[config.mk]
export PLATFORM = sky130hd
export DESIGN_NAME = clock_source_control_top
export DESIGN_NICKNAME = d
export VERILOG_FILES = /design/src/inc/clk_ctl_pkg.sv /design/src/design/miss_edge_detect.sv /design/src/design/clock_source_control_top.sv
export VERILOG_INCLUDE_DIRS = /design/src /design/src/inc
export SDC_FILE = /design/constraint.sdc
export NUM_CORES = 1
export LEC_CHECK = 0
export BUFFER_PORTS_ARGS = -buffer_cell sky130_fd_sc_hd__buf_2
export CORE_AREA = 2 2 78 80
export DETAILED_ROUTE_END_ITERATION = 8
export DIE_AREA = 0 0 80 82
export HOLD_SLACK_MARGIN = 0.03
export PLACE_DENSITY = 0.84
export REMOVE_ABC_BUFFERS = 1
export SETUP_SLACK_MARGIN = 0.2
export SLEW_MARGIN = 5
export SYNTH_ARGS = -nofsm -noshare
export SYNTH_HDL_FRONTEND = slang
export SYNTH_SLANG_ARGS = --single-unit
[constraint.sdc]
create_clock -name pclk -period 1.8 [get_ports pclk]
set_input_delay 0.27 -clock pclk [delete_from_list [all_inputs] [get_ports pclk]]
set_output_delay 0.27 -clock pclk [all_outputs]
set_load 0.005 [all_outputs]
[src/inc/clk_ctl_defines.svh]
`ifndef CLK_CTL_DEFINES_SVH
`define CLK_CTL_DEFINES_SVH

// ----------------------------------------
// Register map (word index, byte = 4 x index)
// ----------------------------------------
`define CCR_INDEX 16'h0f86
`define STAT_INDEX 16'h0f87
`define CCR_RESET 8'ha0

// ----------------------------------------
// Unlock key bytes
// ----------------------------------------
`define UNLOCK_KEY1 8'he7
`define UNLOCK_KEY2 8'h18

// ----------------------------------------
// Control register fields
// ----------------------------------------
`define BIT_RC_EN 7
`define BIT_XTAL_EN 6
`define BIT_WDOG_EN 5
`define BIT_SYS_FDE 4
`define BIT_WD_FDE 3
`define SEL_HI 2
`define SEL_LO 0

// ----------------------------------------
// Source select codes
// ----------------------------------------
`define SEL_RC_FAST 3'h0
`define SEL_RC_SLOW 3'h1
`define SEL_XTAL 3'h2
`define SEL_WDOG 3'h3
`define SEL_EXT 3'h4

// ----------------------------------------
// Status register fields
// ----------------------------------------
`define ST_SYS_FAIL 0
`define ST_WD_FAIL 1
`define ST_FORCED 2
`define ST_GOT_FIRST 3
`define ST_UNLOCKED 4

// ----------------------------------------
// Detector limits
// ----------------------------------------
`define WD_FAIL_CYCLES 8004
`define PRIM_FAIL_WD_TICKS 10

`endif

[src/inc/clk_ctl_pkg.sv]
`default_nettype none
package clk_ctl_pkg;
    typedef enum logic [1:0] {LOCKED, GOT_FIRST, UNLOCKED} lock_state_e;
    typedef logic [2:0] clk_sel_t;
endpackage
`default_nettype wire

[src/design/miss_edge_detect.sv]
`timescale 1ns/1ps
`default_nettype none

module miss_edge_detect #(
    parameter int LIMIT = 8004,
    parameter int CW = $clog2(LIMIT + 1)
) (
    input wire logic pclk, // System clock
    input wire logic presetn, // Async reset, active low
    input wire logic enable, // Detector armed
    input wire logic ref_step, // One step of the reference count
    input wire logic seen_edge, // Watched clock showed an edge
    output logic fail // One-cycle failure pulse
);

    // ----------------------------------------
    // Parameter check
    // ----------------------------------------
    if (LIMIT < 2) begin : g_chk
        $error("miss_edge_detect: LIMIT must be at least 2");
    end

    localparam logic [CW-1:0] LAST = CW'(LIMIT - 1);
    localparam logic [CW-1:0] ONE = CW'(1);

    // ----------------------------------------
    // Counter
    // ----------------------------------------
    logic [CW-1:0] cnt_r;
    logic [CW-1:0] cnt_nxt;
    logic fail_r;
    logic fail_nxt;

    // An edge restarts the wait; a full count of steps is a failure
    wire at_last = cnt_r == LAST;
    wire step = enable & ~seen_edge & ref_step;
    assign fail_nxt = step & at_last;
    assign cnt_nxt = (~enable | seen_edge | fail_nxt) ? '0 :
                     step ? cnt_r + ONE : cnt_r;

    always_ff @(posedge pclk or negedge presetn) begin
        if (!presetn) begin
            cnt_r <= '0;
            fail_r <= 1'b0;
        end else begin
            cnt_r <= cnt_nxt;
            fail_r <= fail_nxt;
        end
    end

    assign fail = fail_r;
endmodule

`default_nettype wire

[src/design/clock_source_control_top.sv]
// Register access over APB was left to the implementer.
`timescale 1ns/1ps
`default_nettype none
`include "clk_ctl_defines.svh"

// Function
// - E7H then 18H unlock; next write stores, relocks
// - Writes outside unlock order leave register unchanged
// - Other register traffic keeps unlock progress
// - Detect enables settable after successful select write
// - Source change never clears precision RC enable
// - Primary failure raises event, forces watchdog clock
// - No forced switch if watchdog selected/disabled
// - Primary failure below about 1 kHz
// - Watchdog failure raises event, keeps clock source
// - Watchdog failure stops primary failure detection
// - Watchdog failure after 8004 edgeless cycles
// - Register holds enables, detect enables, select
// - Select decode; codes above 100 reserved
// - Crystal enable takes crystal pins from GPIO

module clock_source_control_top #(
    parameter int ADDR_W = 16,
    parameter int WD_FAIL_CYCLES = `WD_FAIL_CYCLES,
    parameter int PRIM_FAIL_TICKS = `PRIM_FAIL_WD_TICKS
) (
    input wire logic pclk, // System clock, 25 MHz
    input wire logic presetn, // Async reset, active low
    input wire logic psel, // APB select
    input wire logic penable, // APB access phase
    input wire logic pwrite, // APB direction, high = write
    input wire logic [ADDR_W-1:0] paddr, // APB byte address
    input wire logic [31:0] pwdata, // APB write data
    input wire logic [3:0] pstrb, // APB byte strobes
    output logic [31:0] prdata, // APB read data
    output logic pready, // APB ready
    output logic pslverr, // APB error, unmapped address
    input wire logic wdog_osc_tick, // Watchdog osc edge, 1 cycle
    input wire logic prim_osc_tick, // Primary osc edge, 1 cycle
    output logic precision_rc_osc_enable, // Precision RC enable
    output logic crystal_osc_enable, // Crystal osc enable
    output logic watchdog_osc_enable, // Watchdog osc enable
    output logic crystal_pin_owner, // High: crystal owns its pins
    output logic [2:0] sysclk_source_select, // Clock mux select
    output logic sysclk_fail_event, // Primary failure pulse
    output logic watchdog_fail_event // Watchdog failure pulse
);

    // ----------------------------------------
    // Parameter check
    // ----------------------------------------
    if (ADDR_W < 14 || ADDR_W > 32) begin : g_chk
        $error("clock_source_control_top: ADDR_W out of 14..32");
    end

    // ----------------------------------------
    // Decode helpers
    // ----------------------------------------
    function automatic logic sel_reserved(
        input logic [2:0] s
    );
        return s > `SEL_EXT;
    endfunction

    localparam logic [ADDR_W-1:0] CCR_ADDR =
        ADDR_W'({`CCR_INDEX, 2'b00});
    localparam logic [ADDR_W-1:0] STAT_ADDR =
        ADDR_W'({`STAT_INDEX, 2'b00});
    localparam logic [7:0] CCR_RST = `CCR_RESET;

    // ----------------------------------------
    // APB slave
    // ----------------------------------------
    wire hit_ccr = paddr == CCR_ADDR;
    wire hit_stat = paddr == STAT_ADDR;
    wire mapped = hit_ccr | hit_stat;
    wire setup_ph = psel & ~penable;
    wire access_ph = psel & penable;
    wire wr_ccr = access_ph & pwrite & hit_ccr & pstrb[0];
    wire wr_stat = access_ph & pwrite & hit_stat & pstrb[0];
    wire [7:0] wbyte = pwdata[7:0];

    // Zero wait states: every access completes in its first cycle
    assign pready = 1'b1;
    assign pslverr = access_ph & ~mapped;

    // ----------------------------------------
    // Unlock tracker
    // ----------------------------------------
    clk_ctl_pkg::lock_state_e lock_r;
    clk_ctl_pkg::lock_state_e lock_nxt;

    // Only writes to the control word move it; all else leaves it
    always_comb begin
        lock_nxt = lock_r;
        if (wr_ccr) begin
            unique case (lock_r)
                clk_ctl_pkg::LOCKED: begin
                    if (wbyte == `UNLOCK_KEY1) begin
                        lock_nxt = clk_ctl_pkg::GOT_FIRST;
                    end
                end
                clk_ctl_pkg::GOT_FIRST: begin
                    if (wbyte == `UNLOCK_KEY2) begin
                        lock_nxt = clk_ctl_pkg::UNLOCKED;
                    end else begin
                        lock_nxt = clk_ctl_pkg::LOCKED;
                    end
                end
                clk_ctl_pkg::UNLOCKED: begin
                    lock_nxt = clk_ctl_pkg::LOCKED;
                end
            endcase
        end
    end

    wire wr_ok = wr_ccr & (lock_r == clk_ctl_pkg::UNLOCKED);

    // ----------------------------------------
    // Control register
    // ----------------------------------------
    logic [7:0] ccr_r;
    logic [7:0] ccr_nxt;

    // A reserved select code keeps the stored select in ccr_r; the other
    // fields still take the new value so enables are not lost
    wire [2:0] wsel = wbyte[`SEL_HI:`SEL_LO];
    wire [2:0] sel_keep = sel_reserved(wsel) ?
                          ccr_r[`SEL_HI:`SEL_LO] : wsel;
    // Enables ride on every accepted write, select or not
    assign ccr_nxt = wr_ok ? {wbyte[7:3], sel_keep} : ccr_r;

    wire [2:0] sel_req = ccr_r[`SEL_HI:`SEL_LO];
    wire wdog_en = ccr_r[`BIT_WDOG_EN];
    wire wdog_is_sys = sel_req == `SEL_WDOG;

    // ----------------------------------------
    // Failure detection
    // ----------------------------------------
    logic force_r;
    logic force_nxt;
    logic sys_flag_r;
    logic sys_flag_nxt;
    logic wd_flag_r;
    logic wd_flag_nxt;
    logic prim_fail;
    logic wdog_fail;

    // Primary check needs a live watchdog reference; once forced,
    // the watchdog is the clock and the check has nothing to watch
    wire prim_det_en = ccr_r[`BIT_SYS_FDE] & wdog_en & ~wdog_is_sys &
                       ~wd_flag_r & ~force_r;
    wire wd_det_en = ccr_r[`BIT_WD_FDE] & wdog_en & ~wdog_is_sys;

    miss_edge_detect #(
        .LIMIT(PRIM_FAIL_TICKS)
    ) u_prim_det (
        .pclk(pclk),
        .presetn(presetn),
        .enable(prim_det_en),
        .ref_step(wdog_osc_tick),
        .seen_edge(prim_osc_tick),
        .fail(prim_fail)
    );

    miss_edge_detect #(
        .LIMIT(WD_FAIL_CYCLES)
    ) u_wdog_det (
        .pclk(pclk),
        .presetn(presetn),
        .enable(wd_det_en),
        .ref_step(1'b1),
        .seen_edge(wdog_osc_tick),
        .fail(wdog_fail)
    );

    // Drop a report if its enable fell while the pulse was in flight
    wire prim_hit = prim_fail & prim_det_en;
    wire wd_hit = wdog_fail & wd_det_en;

    // A new failure wins over a clear in the same cycle
    assign force_nxt = prim_hit | (force_r & ~wr_ok);
    assign sys_flag_nxt = prim_hit |
        (sys_flag_r & ~(wr_stat & wbyte[`ST_SYS_FAIL]));
    assign wd_flag_nxt = wd_hit |
        (wd_flag_r & ~(wr_stat & wbyte[`ST_WD_FAIL]));

    wire [2:0] sel_eff_nxt = force_nxt ? `SEL_WDOG :
                             ccr_nxt[`SEL_HI:`SEL_LO];

    // ----------------------------------------
    // Read data
    // ----------------------------------------
    wire [7:0] status = {3'h0,
                         lock_r == clk_ctl_pkg::UNLOCKED,
                         lock_r == clk_ctl_pkg::GOT_FIRST,
                         force_r, wd_flag_r, sys_flag_r};
    wire [31:0] rd_word = hit_ccr ? {24'h00_0000, ccr_r} :
                          hit_stat ? {24'h00_0000, status} :
                          32'h0000_0000;
    // Captured in setup so prdata is a flop during the access cycle
    logic [31:0] prdata_r;
    wire [31:0] prdata_nxt = (setup_ph & ~pwrite) ? rd_word : prdata_r;

    // ----------------------------------------
    // Registers
    // ----------------------------------------
    logic [2:0] sel_eff_r;
    logic sys_ev_r;
    logic wd_ev_r;

    always_ff @(posedge pclk or negedge presetn) begin
        if (!presetn) begin
            lock_r <= clk_ctl_pkg::LOCKED;
            ccr_r <= `CCR_RESET;
            force_r <= 1'b0;
            sys_flag_r <= 1'b0;
            wd_flag_r <= 1'b0;
            sel_eff_r <= `SEL_RC_FAST;
            sys_ev_r <= 1'b0;
            wd_ev_r <= 1'b0;
            prdata_r <= 32'h0000_0000;
        end else begin
            lock_r <= lock_nxt;
            ccr_r <= ccr_nxt;
            force_r <= force_nxt;
            sys_flag_r <= sys_flag_nxt;
            wd_flag_r <= wd_flag_nxt;
            sel_eff_r <= sel_eff_nxt;
            sys_ev_r <= prim_hit;
            wd_ev_r <= wd_hit;
            prdata_r <= prdata_nxt;
        end
    end

    // ----------------------------------------
    // Outputs
    // ----------------------------------------
    assign prdata = prdata_r;
    // Bit only changes on an accepted write, never on a switch
    assign precision_rc_osc_enable = ccr_r[`BIT_RC_EN];
    assign crystal_osc_enable = ccr_r[`BIT_XTAL_EN];
    assign crystal_pin_owner = ccr_r[`BIT_XTAL_EN];
    assign watchdog_osc_enable = wdog_en;
    assign sysclk_source_select = sel_eff_r;
    assign sysclk_fail_event = sys_ev_r;
    assign watchdog_fail_event = wd_ev_r;
endmodule

`default_nettype wire

==> flow_summary.yaml, run 1 <==
status:
  status: "finished clean"
worst_setup_path:
  rr_endpoint: "u_wdog_det.cnt_r[10]"
  worst_path_max_delay_cell: "nor4_1"
  reg2reg_from: "u_wdog_det.cnt_r[0]"
  startpoint_type: "flop"
  cp_cell_sequence: "ha_1 > nand3_1 > nor4_1 > xnor2_1 > nor2_1"
  critical_path_required_ns: 1.98
  r2r_slack_ns: 0.17
  crit_arrival_ns: 1.81
  crit_type: "reg2reg"
  crit_fanout: 5
  reg2reg_depth: 5
  slowest_delay_ns: 0.47
  end_kind: "flop"
clock_network:
  worstSkewPairLatency_ns: 0.30
  clockBufferDepth: 2
  cts_max_level: 2
  clk_pin_slew_worst_paths_ns: 0.08
  root_buffer: "clkbuf_8"
  cts_tree: "built"
  cts_inserted_buffers: 5
  clkSinkCount: 45
sta:
  relSlewSlack: 0.662
  timing.final.crit_period_ns: 1.63
  worst_pin_slew_ns: 0.508
  fin_hold_ws_ns: 0.232
  skew_ns: 0.00329
  setup_viol: 0
  slew_viol_final: 0
  grt_setup_unrepaired: "yes"
  setup_slack_ns: 0.169
  max_freq_ghz: 0.613
  hold_violations: 0
  setup_tns_ns: 0
  fin_crit_sh: 0.906
synthesis:
  synth_seq_cells: 45
  synth_area_leaders: "dfrtp_1, buf_4, mux2i_1"
  avgSynthCellArea_sq_um: 10.2
  synthDistinctLibCells: 50
  seq_area_frac_synth: 0.448
  ys.warnings.count: 0
  synth_edf_count: 0
  synthArstFlopShare: 1.00
  yosys.area.top_type_share: 0.427
  mappedNetlistArea_sq_um: 2520
  yosysTopAreaCell: "dfrtp_1"
  synth_ff_type: "dfrtp_1"
  synthCells: 248
drt:
  wl_met3_microns: 288
  totalWireLength_mm: 5.50
  wire_per_inst_microns: 14.4
  drtAntennaViolNets: 0
  routed.top_layer: "met4"
  viasPerCell: 5.14
  wl_met2_mm: 2.81
  drt-initial-drc-count: 167
  drt_pre_antenna_iters: 4
  dr_total_vias: 1968
  drc: 0
  wl_met1_mm: 2.32
final_layout:
  diodes: 0
  fin_nets: 372
  drive_gt1_frac: 0.299
  area_growth_pct: 19.3
  final_common_cell: "buf_2"
  fillCellCount: 539
  finish.utilization: 0.523
  final_cell_mix: "buf_2, dfrtp_1, conb_1, nor2_1, nand2_1"
grt:
  grt_util_all_layers: 0.171
  grt_pass1_vias: 1911
  grt_max_degree: 23
  grt_pass1_wl_mm: 8.65
  overflow: 0
  antenna_found_initial: 0
power_and_ir_drop:
  intPower_mw: 1.51
  p_leak_nw: 1.46
  switching_share: 0.216
  p_per_area_nw_per_um2: 640
  p_sw_uw: 415
  combPwrFrac: 0.065
  ir_drop_mv: 0.328
  clkPwrFrac: 0.410
  seq_power_share: 0.525
floorplan:
  rows: 28
  start_util: 0.438
  die_width_microns: 80
  die-area_sq_um: 6560
  die_height_microns: 82
  core_sq_um: 5750
  design.portCount: 102
min_path:
  hold_start: "pwdata[5]"
  hold_path.class: "in2reg"
  holdPathStages: 2
  hold_path_end: "ccr_r[5]"
placement:
  gp_congestion: 0.954
  pre_cts_ws_ns: 0.0170
  port-buffer-count: 49
  hpwlAfterDp_mm: 4.05
run:
  cap_violations: 0
==> cell type report <==
class | instances | area (sq um) | area share
clock buffer | 7 | 86.3 | 0.0287
inverter | 8 | 30.0 | 0.00999
sequential | 45 | 1130 | 0.376
timing repair buffer | 62 | 368 | 0.122
clock inverter | 1 | 30.0 | 0.00999
multi-input combinational | 185 | 1270 | 0.422
tap | 75 | 93.8 | 0.0312
==> how the worst max path moves through the flow <==
| stage | from | end | slack, ns | cells past startpoint |
|---|---|---|---|---|
| final | u_wdog_det.cnt_r[0] | u_wdog_det.cnt_r[10] | 0.17 | 5 |
| after detailed placement | lock_r[1] | lock_r[1] | 0.02 | 6 |
| after global routing | lock_r[1] | lock_r[1] | 0.11 | 6 |
| after CTS | lock_r[1] | lock_r[1] | 0.17 | 6 |
| after floorplan | paddr[1] | ccr_r[3] | 0.11 | 4 |
| after global placement | paddr[1] | ccr_r[4] | 0.06 | 5 |
==> sequential cells by signal (all words and copies together) (netlist names) <==
| signal | flops |
|---|---|
| ccr_r | 8 |
| force_r | 1 |
| lock_r | 2 |
| prdata | 8 |
| sys_flag_r | 1 |
| sysclk_fail_event | 1 |
| sysclk_source_select | 3 |
| u_prim_det.cnt_r | 4 |
| u_prim_det.fail | 1 |
| u_wdog_det.cnt_r | 13 |
| u_wdog_det.fail | 1 |
| watchdog_fail_event | 1 |
| wd_flag_r | 1 |
==> through the flow <==
stage	instances	total power, mW	cell area (sq um)
detailed placement	369	1.15	2770
CTS	380	1.93	2940
global route	383	1.99	3010
finish	383	1.92	3010
global placement	369	1.14	2770
floorplan	238	1.06	2380
==> per-layer routing <==
metal / up-vias / global-route usage
met1: 945 / 0.207
met2: 71 / 0.306
met4: 0 / 0.0661
met3: 6 / 0.0297
met5: - / 0
li1: 946 / -
==> cells by family after synthesis <==
logic type	synth area share
buffers and inverters	0.101
and+or+nand+nor	0.237
DFF	0.448
muxes	0.0695
AOI/OAI and AO/OA	0.0805
other	0.00298
xor gates and xnor gates	0.0313
adders and majority gates	0.0298
==> cell usage after synthesis (6+ instances only) <==
cell type	number
nor2_1	22
o21ai_0	8
mux2i_1	10
nand4_1	9
xnor2_1	6
a21oi_1	7
buf_4	26
nand2_1	20
nand3_1	6
ha_1	6
dfrtp_1	43
inv_1	8
==> power groups by stage <==
stage                     clock network (mW)  registers (mW)  logic, mW
after global routing                   0.836            1.01      0.140
after global placement                     0            1.03      0.114
after floorplan                            0            1.03     0.0339
after detailed placement                   0            1.03      0.117
after CTS                              0.798            1.01      0.120
final                                  0.790            1.01      0.125
==> critical path, delay by kind of cell (launching register included) <==
family | cells | cell delay (ns)
flops | 1 | 0.39
fa+ha+maj | 1 | 0.22
xor+xnor | 1 | 0.17
simple gates | 3 | 0.74
==> what timing repair did <==
| item | 4_1_cts | 5_1_grt |
|---|---|---|
| endpoints found under the setup margin | 17 | 26 |
| gates resized for setup | 5 | 8 |
| buffers inserted | 2 | 3 |
| gates cloned | 0 | 0 |
| endpoints found under the hold margin | 18 | 0 |
| pin swaps | 3 | 2 |
| hold buffers | 1 | 0 |
No activity file was read; power rests on OpenSTA's default activity.
==> run 2, diff against run 1 <==
- clock period: 1.8 -> 1.95 ns (I/O delays scaled with it)
==> run 2 against run 1 <==
Sequential cell count unchanged. Power decreased by 15%. Critical path type is now in2out. Critical path depth increased by 1. Sequential power shrank 8%. Sequential share of layout area increased by 1.7 points. Clock power decreased by 24%. Via count up 0.46%. Largest cell class unchanged. Largest power group unchanged. Final area fell by 4.3%. Setup slack improved by 0.10 ns.
==> flow_summary.yaml, run 2 (synthesis results as in run 1) <==
clock_network:
  cts_inserted_buffers: 5
  root_buffer: "clkbuf_8"
  clkSinkCount: 45
  worstSkewPairLatency_ns: 0.30
  clockBufferDepth: 2
  cts_hold_buf: 0
  cts_max_level: 2
  cts_tree: "built"
  clk_pin_slew_worst_paths_ns: 0.08
floorplan:
  design.portCount: 102
  die_height_microns: 82
  rows: 28
  core_sq_um: 5750
  start_util: 0.438
  die_width_microns: 80
  die-area_sq_um: 6560
worst_setup_path:
  crit_top_cell: "buf_2"
  cp_cell_sequence: "buf_2 > nor4b_4 > nand4_2 > buf_4 > and3_1 > buf_2"
  critPathTopFamily: "simple AND/OR/NAND/NOR gates"
  end_kind: "primary output"
  slowest_delay_ns: 0.29
  crit_fanout: 10
  worst_path_max_delay_cell: "nor4b_4"
  worst-path-buf-inv: 3
  critical_path_required_ns: 1.66
  crit_type: "in2out"
  crit_arrival_ns: 1.39
  startpoint_type: "input pin"
final_layout:
  area_growth_pct: 14.2
  final_common_cell: "buf_2"
  largest_reg_flops: 13
  diodes: 0
  final_cell_mix: "buf_2, dfrtp_1, conb_1, nor2_1, nand2_1"
  fin_nets: 364
  final_area_sq_um: 2880
  regMostFlops: "u_wdog_det.cnt_r"
  drive_gt1_frac: 0.277
sta:
  worst_pin_slew_ns: 0.767
  grt_setup_unrepaired: "no"
  skew_ns: 0.00798
  timing.final.crit_period_ns: 1.68
  max_freq_ghz: 0.596
  setup_tns_ns: 0
  relSlewSlack: 0.489
  hold_violations: 0
  setup_slack_ns: 0.271
  slew_viol_final: 0
  setup_viol: 0
  fin_crit_sh: 0.861
run:
  cap_violations: 0
grt:
  grt_pass1_wl_mm: 8.51
  antenna_found_initial: 0
  grt_util_all_layers: 0.167
  grt_max_degree: 36
  overflow: 0
  grt_pass1_vias: 1848
power_and_ir_drop:
  p_per_area_nw_per_um2: 571
  ir_drop_mv: 0.321
  combPwrFrac: 0.067
  p_sw_uw: 382
  p_leak_nw: 1.40
  intPower_mw: 1.26
  seq_power_share: 0.568
  clkPwrFrac: 0.365
  switching_share: 0.233
status:
  status: "finished clean"
drt:
  wire_per_inst_microns: 13.9
  viasPerCell: 5.27
  wl_met2_mm: 2.65
  drtAntennaViolNets: 0
  drc: 0
  drt-initial-drc-count: 198
  dr_total_vias: 1977
  routed.top_layer: "met4"
  wl_met1_mm: 2.19
  totalWireLength_mm: 5.23
  drt_pre_antenna_iters: 4
  wl_met3_microns: 311
placement:
  pre_cts_ws_ns: 0.163
  port-buffer-count: 49
  dpl_cell_area_sq_um: 2750
  gp_congestion: 0.935
  hpwlAfterDp_mm: 4.02
min_path:
  hold_path.class: "in2async"
[run 2: cell types whose count changed in the layout (fill, tap and decap cells not counted), sizes merged]
cell	change
clkbuf	-1
bufinv	-1
dlygate4sd3	-1
buf	-7
clkinv	+2
[run 2: layer usage]
| metal | vias up | global-route usage |
|---|---|---|
| li1 | 930 | - |
| met1 | 969 | 0.207 |
| met2 | 71 | 0.288 |
| met3 | 7 | 0.0407 |
| met4 | 0 | 0.0542 |
| met5 | - | 0 |
[run 2: final timing paths]
path                            from                       to  slack [ns]  cells after the start
setup / recovery            paddr[5]                  pslverr        0.27                      6
hold / removal               presetn  sysclk_source_select[2]        0.06                      1
setup reg to reg           lock_r[1]                lock_r[1]        0.33                      6
hold reg to reg            prdata[1]                prdata[1]        0.47                      2
max in group asynchronous    presetn      watchdog_fail_event        1.27                      2
min in group pclk          pwdata[5]                 ccr_r[5]        0.24                      2
[run 2: through the flow]
step / instances / util / power (mW) / hold WS (ns)
finish: 375 / 0.501 / 1.64 / 0.0645
global route: 375 / 0.501 / 1.71 / 0.118
global placement: 366 / 0.479 / 1.06 / 0.406
detailed placement: 366 / 0.479 / 1.06 / 0.413
floorplan: 238 / - / 0.982 / -0.00309
CTS: 375 / 0.499 / 1.65 / 0.0831
[run 2: repair_timing]
item | CTS | global route
buffers inserted | 1 | 0
gates resized for setup | 4 | 2
pin swaps | 1 | 0
setup endpoints to repair | 1 | 12
[run 2: power by group through the flow]
stage,Clock (mW),Combinational [mW],Sequential [mW]
global placement,0,0.104,0.951
floorplan,0,0.0313,0.951
CTS,0.614,0.108,0.932
global route,0.656,0.124,0.933
detailed placement,0,0.107,0.951
finish,0.599,0.110,0.932
[run 2: layout make-up]
cell class | count | area, sq um
clock buffer | 6 | 82.6
timing repair buffer | 54 | 283
tap | 75 | 93.8
sequential | 45 | 1130
inverter | 8 | 30.0
fill | 538 | 2870
clock inverter | 2 | 13.8
multi-input combinational | 185 | 1240
